### src/hdl/replay_ctrl_pkg.sv
package replay_ctrl_pkg;
  // register byte addresses
  localparam logic [12:0] ADDR_UNIT0_STATUS = 13'h0cf0;
  localparam logic [12:0] ADDR_UNIT1_STATUS = 13'h0cf4;
  localparam logic [12:0] ADDR_PTR0_FORMAT = 13'h0d00;
  localparam logic [12:0] ADDR_SMALL_FORMAT = 13'h0d10;
  localparam logic [12:0] ADDR_PTR1_FORMAT = 13'h1d00;
  localparam int ADDR_W = 13;
  // status field positions
  localparam int BIT_PENDING = 7;
  localparam int BIT_TRIG_SEL = 6;
  localparam int BIT_ACTIVE = 0;
  // format field positions and codes
  localparam int FMT_SIZE_LO = 4;
  localparam int FMT_SIZE_HI = 6;
  localparam logic [2:0] SIZE_OFF = 3'h0;
  localparam logic [2:0] SIZE_1BPP = 3'h1;
  localparam logic [2:0] SIZE_16BPP = 3'h5;
  localparam logic [2:0] FMT_SIZE_RESET = 3'h0;
  localparam logic TRIG_SEL_RESET = 1'b0;
  localparam logic [1:0] RESP_OKAY = 2'h0;
  localparam logic [1:0] RESP_SLVERR = 2'h2;
  localparam int NUM_UNITS = 2;

  typedef enum logic [1:0]
  {
    UNIT_IDLE = 2'b00,
    UNIT_ARMED = 2'b01,
    UNIT_ACTIVE = 2'b10
  } unit_state_e;
endpackage

### src/hdl/deferred_parameter_replay_control.sv
// Our own choice: register access over AXI4-Lite.
`timescale 1ns/1ps
module deferred_parameter_replay_control
  import replay_ctrl_pkg::*;
(
  // clock and reset
  input wire logic aclk,
  input wire logic aresetn,
  // axi4-lite write address
  input wire logic [ADDR_W-1:0] s_axi_awaddr,
  input wire logic s_axi_awvalid,
  output logic s_axi_awready,
  // axi4-lite write data
  input wire logic [31:0] s_axi_wdata,
  input wire logic [3:0] s_axi_wstrb,
  input wire logic s_axi_wvalid,
  output logic s_axi_wready,
  // axi4-lite write response
  output logic [1:0] s_axi_bresp,
  output logic s_axi_bvalid,
  input wire logic s_axi_bready,
  // axi4-lite read address
  input wire logic [ADDR_W-1:0] s_axi_araddr,
  input wire logic s_axi_arvalid,
  output logic s_axi_arready,
  // axi4-lite read data
  output logic [31:0] s_axi_rdata,
  output logic [1:0] s_axi_rresp,
  output logic s_axi_rvalid,
  input wire logic s_axi_rready,
  // blanking from display timing, asynchronous levels
  input wire logic vertical_blank_interval_disp0,
  input wire logic vertical_blank_interval_disp1,
  // replay engine: start pulse per unit, done pulse per unit
  output logic [NUM_UNITS-1:0] replay_start,
  input wire logic [NUM_UNITS-1:0] replay_done,
  // unit status for the parameter path
  output logic [NUM_UNITS-1:0] replay_active,
  // channel pixel sizes, 0 means disabled
  output logic [2:0] pointer_overlay0_size,
  output logic [2:0] pointer_overlay1_size,
  output logic [2:0] small_overlay_size
);

  typedef struct packed
  {
    logic [1:0] vb0_sync;
    logic [1:0] vb1_sync;
    logic [1:0] vb_last;
    unit_state_e [NUM_UNITS-1:0] unit;
    logic [NUM_UNITS-1:0] pending;
    logic [NUM_UNITS-1:0] trig_sel;
    logic [NUM_UNITS-1:0] start;
    logic [2:0] ptr0_size;
    logic [2:0] ptr1_size;
    logic [2:0] small_size;
    logic aw_held;
    logic [ADDR_W-1:0] aw_addr;
    logic w_held;
    logic [31:0] w_data;
    logic [3:0] w_strb;
    logic bvalid;
    logic [1:0] bresp;
    logic rvalid;
    logic [31:0] rdata;
    logic [1:0] rresp;
  } state_s;

  state_s cur_ff;
  state_s nxt_cur;

  logic [1:0] vb_rise;
  logic do_write;
  logic do_read;
  logic [NUM_UNITS-1:0] wr_unit;
  logic [NUM_UNITS-1:0] rd_unit;
  logic [ADDR_W-1:0] wa;
  logic [31:0] wd;
  logic [3:0] ws;
  logic [NUM_UNITS-1:0] edge_hit;
  logic [NUM_UNITS-1:0] unit0_clear;

  // per-unit trigger selection and ordering between the units
  for (genvar g = 0; g < NUM_UNITS; g++)
  begin : g_unit
    assign edge_hit[g] = cur_ff.trig_sel[g] ? vb_rise[1] : vb_rise[0];
    assign unit0_clear[g] = (g == 0) || (cur_ff.unit[0] == UNIT_IDLE);
  end

  assign s_axi_awready = !cur_ff.aw_held && !cur_ff.bvalid;
  assign s_axi_wready = !cur_ff.w_held && !cur_ff.bvalid;
  assign s_axi_arready = !cur_ff.rvalid;
  assign s_axi_bvalid = cur_ff.bvalid;
  assign s_axi_bresp = cur_ff.bresp;
  assign s_axi_rvalid = cur_ff.rvalid;
  assign s_axi_rdata = cur_ff.rdata;
  assign s_axi_rresp = cur_ff.rresp;
  assign replay_start = cur_ff.start;
  assign pointer_overlay0_size = cur_ff.ptr0_size;
  assign pointer_overlay1_size = cur_ff.ptr1_size;
  assign small_overlay_size = cur_ff.small_size;

  // leading edges of the synchronised blanking levels
  assign vb_rise[0] = cur_ff.vb0_sync[1] && !cur_ff.vb_last[0];
  assign vb_rise[1] = cur_ff.vb1_sync[1] && !cur_ff.vb_last[1];

  // status image per unit
  function automatic logic [7:0] status_byte(input logic pend, input logic sel, input logic act);
    logic [7:0] b;
    b = 8'h00;
    b[BIT_PENDING] = pend;
    b[BIT_TRIG_SEL] = sel;
    b[BIT_ACTIVE] = act;
    return b;
  endfunction

  always_comb
  begin
    do_write = (cur_ff.aw_held || s_axi_awvalid) && (cur_ff.w_held || s_axi_wvalid) && !cur_ff.bvalid;
    do_read = s_axi_arvalid && !cur_ff.rvalid;
    // a held address or data beat takes precedence over the live channel
    wa = cur_ff.aw_held ? cur_ff.aw_addr : s_axi_awaddr;
    wd = cur_ff.w_held ? cur_ff.w_data : s_axi_wdata;
    ws = cur_ff.w_held ? cur_ff.w_strb : s_axi_wstrb;
    wr_unit = '0;
    rd_unit = '0;
    nxt_cur = cur_ff;
    nxt_cur.vb0_sync = {cur_ff.vb0_sync[0], vertical_blank_interval_disp0};
    nxt_cur.vb1_sync = {cur_ff.vb1_sync[0], vertical_blank_interval_disp1};
    nxt_cur.vb_last = {cur_ff.vb1_sync[1], cur_ff.vb0_sync[1]};
    nxt_cur.start = '0;
    if (s_axi_awvalid && s_axi_awready)
    begin
      nxt_cur.aw_held = 1'b1;
      nxt_cur.aw_addr = s_axi_awaddr;
    end
    if (s_axi_wvalid && s_axi_wready)
    begin
      nxt_cur.w_held = 1'b1;
      nxt_cur.w_data = s_axi_wdata;
      nxt_cur.w_strb = s_axi_wstrb;
    end
    if (cur_ff.bvalid && s_axi_bready)
      nxt_cur.bvalid = 1'b0;
    if (cur_ff.rvalid && s_axi_rready)
      nxt_cur.rvalid = 1'b0;

    // read path: status read clears the pending flag
    if (do_read)
    begin
      nxt_cur.rvalid = 1'b1;
      nxt_cur.rresp = RESP_OKAY;
      nxt_cur.rdata = 32'h0000_0000;
      case (s_axi_araddr)
        ADDR_UNIT0_STATUS:
        begin
          nxt_cur.rdata[7:0] = status_byte(cur_ff.pending[0], cur_ff.trig_sel[0],
            cur_ff.unit[0] == UNIT_ACTIVE);
          rd_unit[0] = 1'b1;
        end
        ADDR_UNIT1_STATUS:
        begin
          nxt_cur.rdata[7:0] = status_byte(cur_ff.pending[1], cur_ff.trig_sel[1],
            cur_ff.unit[1] == UNIT_ACTIVE);
          rd_unit[1] = 1'b1;
        end
        ADDR_PTR0_FORMAT: nxt_cur.rdata[FMT_SIZE_HI:FMT_SIZE_LO] = cur_ff.ptr0_size;
        ADDR_SMALL_FORMAT: nxt_cur.rdata[FMT_SIZE_HI:FMT_SIZE_LO] = cur_ff.small_size;
        ADDR_PTR1_FORMAT: nxt_cur.rdata[FMT_SIZE_HI:FMT_SIZE_LO] = cur_ff.ptr1_size;
        default: nxt_cur.rresp = RESP_SLVERR;
      endcase
    end

    // write path
    if (do_write)
    begin
      nxt_cur.aw_held = 1'b0;
      nxt_cur.w_held = 1'b0;
      nxt_cur.bvalid = 1'b1;
      nxt_cur.bresp = RESP_OKAY;
      case (wa)
        ADDR_UNIT0_STATUS:
          if (ws[0])
          begin
            nxt_cur.trig_sel[0] = wd[BIT_TRIG_SEL];
            wr_unit[0] = wd[BIT_PENDING];
          end
        ADDR_UNIT1_STATUS:
          if (ws[0])
          begin
            nxt_cur.trig_sel[1] = wd[BIT_TRIG_SEL];
            wr_unit[1] = wd[BIT_PENDING];
          end
        ADDR_PTR0_FORMAT:
          if (ws[0])
            nxt_cur.ptr0_size = wd[FMT_SIZE_HI:FMT_SIZE_LO];
        ADDR_SMALL_FORMAT:
          if (ws[0])
            nxt_cur.small_size = wd[FMT_SIZE_HI:FMT_SIZE_LO];
        ADDR_PTR1_FORMAT:
          if (ws[0])
            nxt_cur.ptr1_size = wd[FMT_SIZE_HI:FMT_SIZE_LO];
        default: nxt_cur.bresp = RESP_SLVERR;
      endcase
    end

    // replay units
    for (int u = 0; u < NUM_UNITS; u++)
    begin
      if (rd_unit[u])
        nxt_cur.pending[u] = 1'b0;
      case (cur_ff.unit[u])
        UNIT_IDLE:
          if (wr_unit[u])
          begin
            nxt_cur.unit[u] = UNIT_ARMED;
            nxt_cur.pending[u] = 1'b1;
          end
        UNIT_ARMED:
          if (edge_hit[u] && unit0_clear[u])
          begin
            nxt_cur.unit[u] = UNIT_ACTIVE;
            nxt_cur.start[u] = 1'b1;
          end
        UNIT_ACTIVE:
          if (replay_done[u])
          begin
            nxt_cur.unit[u] = UNIT_IDLE;
            nxt_cur.pending[u] = 1'b0;
          end
        default: nxt_cur.unit[u] = UNIT_IDLE;
      endcase
    end
  end

  always_comb
  begin
    for (int u = 0; u < NUM_UNITS; u++)
      replay_active[u] = (cur_ff.unit[u] == UNIT_ACTIVE);
  end

  always_ff @(posedge aclk)
  begin
    if (!aresetn)
    begin
      cur_ff <= '0;
      cur_ff.trig_sel <= {NUM_UNITS{TRIG_SEL_RESET}};
      cur_ff.ptr0_size <= FMT_SIZE_RESET;
      cur_ff.ptr1_size <= FMT_SIZE_RESET;
      cur_ff.small_size <= FMT_SIZE_RESET;
      for (int u = 0; u < NUM_UNITS; u++)
        cur_ff.unit[u] <= UNIT_IDLE;
    end
    else
      cur_ff <= nxt_cur;
  end

endmodule

### config.mk
export PLATFORM = sky130hd
export DESIGN_NAME = deferred_parameter_replay_control
export DESIGN_NICKNAME = d
export VERILOG_FILES = /design/src/hdl/replay_ctrl_pkg.sv /design/src/hdl/deferred_parameter_replay_control.sv
export SDC_FILE = /design/constraint.sdc
export NUM_CORES = 1
export LEC_CHECK = 0
export ABC_AREA = 1
export BUFFER_PORTS_ARGS = -buffer_cell sky130_fd_sc_hd__buf_4
export CELL_PAD_IN_SITES_DETAIL_PLACEMENT = 0
export CELL_PAD_IN_SITES_GLOBAL_PLACEMENT = 1
export CORE_UTILIZATION = 35
export CTS_CLUSTER_SIZE = 30
export DETAILED_ROUTE_END_ITERATION = 10
export PLACE_DENSITY = 0.94
export SYNTH_ARGS = -nofsm -noshare
export SYNTH_HDL_FRONTEND = slang
export SYNTH_SLANG_ARGS = --single-unit
export TNS_END_PERCENT = 5
### constraint.sdc
create_clock -name aclk -period 4.2 [get_ports aclk]
set_clock_uncertainty 0.15 [all_clocks]
set_input_delay 0.84 -clock aclk [delete_from_list [all_inputs] [get_ports aclk]]
set_output_delay 0.84 -clock aclk [all_outputs]
set_load 0.03 [all_outputs]
Yosys cells after proc, flatten, opt, wreduce, memory -nomap -nowiden
Cells that the tools add are included.
Word-level totals
  register bits: 63
  latch bits: 0
  memory bits (writable): 0
  bits in read-only memories: 0
  input bits: 73
  output and inout bits: 54
  word-level logic and storage cells: 119
  memories kept: 0
Operators by class
  add/sub/neg operators: 0
  multipliers: 0
  divide/modulo/power cells: 0
  $lt $le $gt $ge: 0
  equality and inequality tests: 20
  shifts and indexed selects: 0
  mux-type cells: 39
  bitwise gates (word level): 1
  reduce and logical (&&, ||, !) cells: 36
Operators with widths (number)
  $eq 13x12->1 const B: 8
  $mux 35: 1
  $eq 13x13->1 const B: 2
  $reduce_and 3->1: 7
  $mux 2: 10
  $mux 1: 18
  $pmux 3 s5: 1
  $mux 13: 1
  $logic_and 1x1->1: 12
  $ne 2x2->1 const B: 6
  $pmux 2 s3: 2
  $reduce_or 5->1: 2
  $mux 8: 1
  $pmux 1 s2: 4
  $logic_not 1->1: 6
  $eq 2x1->1 const B: 2
  $eq 2x2->1 const B: 2
  $logic_not 2->1: 2
  $reduce_and 2->1: 2
  $reduce_bool 2->1: 2
  $mux 3: 1
  $logic_or 1x1->1: 2
  $reduce_or 2->1: 1
  $not 1->1: 1

Logic depth before layout (Yosys ltp)
  depth in word-level cells: 6
  mapped depth: 14
  mapped depth without buffers: 13

Worst setup path before layout
Ideal clock, no wire load.
  kind: input to register
  start point: in s_axi_araddr[3]
  end point: reg cur_ff, in the netlist s_axi_rresp[1]
  setup time: 117 ps
  arrival: 1663 ps
  required time: 3933 ps
  setup slack: 2270 ps
  cell stages on the path: 8
  path buffers: 0
  cell sequence: nor2_1 nand3_1 nor2_1 nand2_1 nand3_1 nor3_1 nor2_1 nor2_1
Between the ends
  cells in the longest elaborated chain, start to end: 3
  elaborated cells between the ends (all ways): 7
  classes of those cells: eq/ne: 5; mux: 1; reduce/logical: 1
RTL lines
  start: declaration: RTL line deferred_parameter_replay_control.sv:23  | input wire logic [ADDR_W-1:0] s_axi_araddr,
  $eq 13x12->1 or $eq 13x13->1 (tied branches): RTL line deferred_parameter_replay_control.sv:154  | case (s_axi_araddr)
  $reduce_or 5->1 (no source line) (*)
  $mux 2 (*): RTL line deferred_parameter_replay_control.sv:154
  end signal: assignment: RTL line deferred_parameter_replay_control.sv:255  | cur_ff <= nxt_cur;
  end: declaration: RTL line deferred_parameter_replay_control.sv:69  | state_s cur_ff;
Every way passes the cells marked *; elsewhere a longest branch is shown, timed or not.
A chain may end at the register's enable or synchronous reset.

Worst setup path in the final report
  start point: reg cur_ff[88] in the netlist's numbering
  end point: out s_axi_awready
Between the ends
  cells in the longest elaborated chain, start to end: 2
RTL lines
  $logic_not 1->1: RTL line deferred_parameter_replay_control.sv:90  | assign s_axi_awready = !cur_ff.aw_held && !cur_ff.bvalid;
  $logic_and 1x1->1: RTL line deferred_parameter_replay_control.sv:90
  end: declaration: RTL line deferred_parameter_replay_control.sv:12  | output logic s_axi_awready,
Every way passes these cells.

==> impl_results.rst <==
.. list-table::
   :header-rows: 1

   * - Metric
     - Value
   * - Wire length on met2
     - 3050 um
   * - Number of fill cells in the layout
     - 925
   * - PnR worst setup slack
     - 1710 ps
   * - Remaining global-route overflow
     - 0
   * - Total length of routed met3 wires
     - 347 um
   * - Number of warning messages in the yosys log
     - 0
   * - Fraction of final layout cells sized beyond drive strength 1
     - 19.1%
   * - Largest family of logic cells by synthesized area
     - simple AND/OR/NAND/NOR gates
   * - Final critical path time including I/O delays and setup
     - 2490 ps
   * - Placement Rows
     - 34
   * - Type of the worst setup path
     - reg -> out
   * - Worst reg-to-reg setup slack
     - 2010 ps
   * - Die Area
     - 9440 sq um
   * - Run status
     - completed
   * - Instance count of the mapped netlist
     - 485
   * - Number of slew-limit violations in the final report
     - 0
   * - Total core area
     - 8760 sq um
   * - Longest Clk Path Bufs
     - 2
   * - Mean Syn Cell Area
     - 6.53 sq um
   * - Vias in the first global route
     - 2,623
   * - Clock root buffer
     - clkbuf_8
   * - Post-cts gate resize count
     - 0
   * - Top Layer Used
     - met4
   * - Worst Tran Pin Value
     - 751 ps
   * - Effective utilization at floorplan
     - 36.2%
   * - Simple-gate portion of the synthesized area
     - 32.8%
   * - Register clock-pin slew on the reported worst setup and hold paths
     - 100 ps
   * - Total Nets Final
     - 602
   * - Crit path buf inv count
     - 1
   * - Max transition margin
     - 49.9%
   * - Number of buffers added by the clock tree synthesis step
     - 5
   * - Width of the chip
     - 97.2 um
   * - Min-delay src
     - cur_ff[110]
   * - Number of buffers added for setup after CTS
     - 0
   * - H-tree Lvls
     - 2
   * - Number of I/O port buffers
     - 66
   * - Area share of xor/xnor cells in the synthesized design
     - 0%
   * - Wire length per cell
     - 10.4 um
   * - Critical path cell sequence
     - nor2_1 -> buf_4
   * - Post-synthesis compound-gate area fraction
     - 10.5%
   * - Number of register bits inferred by synthesis
     - 54
   * - Wire length of the first global-routing pass
     - 11,600 um
   * - Worst VDD drop
     - 0.125 mV
   * - Leak Pwr
     - 1.72 nW
   * - Clock insertion delay at the later pin of the skew report
     - 310 ps
   * - GRT Resource Usage Total
     - 14.8%
   * - Count of inserted antenna diode cells
     - 0
   * - Place WS
     - 1900 ps
   * - Post-Synth Adder-Cell Area
     - 0%
   * - Clock sink count
     - 54
   * - Routability cong.
     - 0.813
   * - Hold Worst Slack
     - 270 ps
   * - Cell area power density
     - 320 nW/um^2
   * - Clock tree from TritonCTS
     - built
   * - Vias per Instance
     - 4.41
   * - Final setup violation count
     - 0
   * - Category of the worst setup path capture point
     - output port
   * - Path depth of the worst reg2reg path
     - 5
   * - Total power draw
     - 1.16 mW
   * - Largest net degree at the start of global routing
     - 46
   * - Share of synthesized area occupied by flip-flops and latches
     - 34.1%
   * - Die Ht
     - 97.2 um
   * - Maximum capacitance violations
     - 0
   * - Launching element type of the critical path
     - flip-flop
   * - Delay of the slowest cell on the worst path
     - 820 ps
   * - Worst hold path type
     - reg -> reg
   * - Top cell family by delay on the critical path
     - flip-flops
   * - Overall via count from detail_route
     - 2,815
   * - Worst path required time
     - 3210 ps
   * - Worst hold stages
     - 2
   * - Maximum clock rate
     - 402 MHz
   * - Stages on worst setup path
     - 2
   * - Drc violations
     - 0
   * - Number of ports placed on the die boundary
     - 127
   * - Signal arrival time at the worst endpoint
     - 1500 ps
   * - Number of hold buffers added after CTS
     - 0
   * - Wire length on met1
     - 3120 um
   * - Number of failing hold endpoints at the final stage
     - 0
   * - Cell with the biggest individual delay on the critical path
     - dfxtp_1
   * - Number of iterations in the first detailed-routing pass
     - 4
   * - Setup TNS after final layout
     - 0 ps
   * - Number of nets with antenna violations after detailed routing
     - 0
   * - Initial DRC Count
     - 130
   * - Unrepaired setup endpoints after global routing
     - false
   * - Post-Synthesis Cell Area
     - 3170 sq um
   * - Highest net fanout along the worst path
     - 17
   * - Post-detailed-placement half-perimeter wirelength
     - 5130 um
   * - Reg-to-reg critical path endpoint
     - cur_ff[76]
   * - Area overhead of the layout relative to synthesis
     - 13.8%
   * - Launch point of the worst reg-to-reg path
     - cur_ff[88]
   * - Post-route fraction of the period consumed by the critical path
     - 59.3%
   * - Initial antenna violation count
     - 0
   * - Post-synthesis mux area share
     - 0.632%
   * - Endpoint of the worst hold-timing path
     - cur_ff[111]
   * - Count of unique library cells instantiated by Yosys
     - 30
   * - Wire length reported by the detailed router
     - 6640 um
tightest hold or removal path: cells and delay by family, from the launching register on:
| kind | cells | cell delay, ps |
|---|---|---|
| flops | 1 | 320 |
| simple gates | 1 | 40 |
| buf+inv | 1 | 40 |
routing by layer:
| layer | vias to the layer above | global-route usage [%] |
|---|---|---|
| li1 | 1515 | - |
| met1 | 1212 | 18.9 |
| met2 | 77 | 24.9 |
| met3 | 11 | 2.95 |
| met4 | 0 | 4.94 |
| met5 | - | 0 |
power by group:
group          switching, mW  internal, mW
Combinational          0.163        0.0775
Clock                  0.178         0.178
Sequential            0.0211         0.539
layout make-up:
class / count / area, sq um / share of cell area, %
Sequential cell: 54 / 1080 / 30.0
Tap cell: 108 / 135 / 3.75
Clock buffer: 5 / 68.8 / 1.91
Timing Repair Buffer: 66 / 495 / 13.7
Clock inverter: 3 / 45.0 / 1.25
Inverter: 73 / 279 / 7.74
Multi-Input combinational cell: 329 / 1500 / 41.6
per-stage QoR:
stage | cells | area (sq um) | utilization [%]
after detailed placement | 630 | 3490 | 39.8
after floorplan | 513 | 3270 | -
after CTS | 638 | 3610 | 41.1
after global placement | 630 | 3490 | 39.8
after global routing | 638 | 3610 | 41.1
final | 638 | 3610 | 41.1
worst max-delay path by stage:
stage          slack [ps]             from        endpoint
2_1_floorplan        2270  s_axi_araddr[3]  s_axi_rresp[1]
3_3_place_gp         1920          aresetn  s_axi_bresp[1]
3_5_place_dp         1900          aresetn  s_axi_bresp[1]
4_1_cts              1710       cur_ff[88]   s_axi_awready
5_1_grt              1620       cur_ff[88]   s_axi_awready
6_report             1710       cur_ff[88]   s_axi_awready
registers in the layout, indices dropped and copies added, names as in the netlist, 2 cells and up:
signal,count
cur_ff,34
pointer_overlay1_size,3
pointer_overlay0_size,3
replay_start,2
s_axi_rdata,5
small_overlay_size,3
cell usage in the layout (no fill, tap or decap), types with 2 or more instances in the layout:
cell type / instances
nand2_2: 7
nand3_1: 29
clkbuf_8: 5
clkinvlp_4: 2
nor2_2: 2
nand2_1: 98
nor2_4: 6
nor3_1: 7
nor2_1: 72
nor4_1: 2
a21oi_1: 23
dfxtp_1: 54
buf_4: 66
inv_1: 67
inv_2: 4
mux2i_1: 2
o21ai_0: 34
nand4_1: 7
conb_1: 29
or2_2: 2
nand3_2: 3
cells in the mapped netlist, drive strengths merged:
cell type | count | area share (%)
o22ai | 1 | 0.20
or2 | 2 | 0.39
o21ai | 36 | 5.8
dfxtp | 54 | 34
nor3 | 7 | 1.1
inv | 72 | 8.7
buf | 50 | 12
nand4 | 7 | 1.4
nor4 | 2 | 0.39
a21oi | 23 | 3.6
o21a | 1 | 0.24
o211ai | 1 | 0.39
nand3 | 32 | 5.5
conb | 1 | 0.12
nand2 | 105 | 13
clkbuf | 7 | 0.83
mux2i | 2 | 0.63
a31oi | 1 | 0.20
nor2 | 80 | 11
clkinv | 1 | 0.12
cells by family (layout without fill, tap and decap cells):
family	after synthesis	after routing
other	1	29
multiplexers	2	2
AND/OR/NAND/NOR	235	235
flip-flops	54	54
buffers and inverters	130	147
AO/OA/AOI/OAI	63	63
Note: power is estimated with default switching activity, not from simulation.
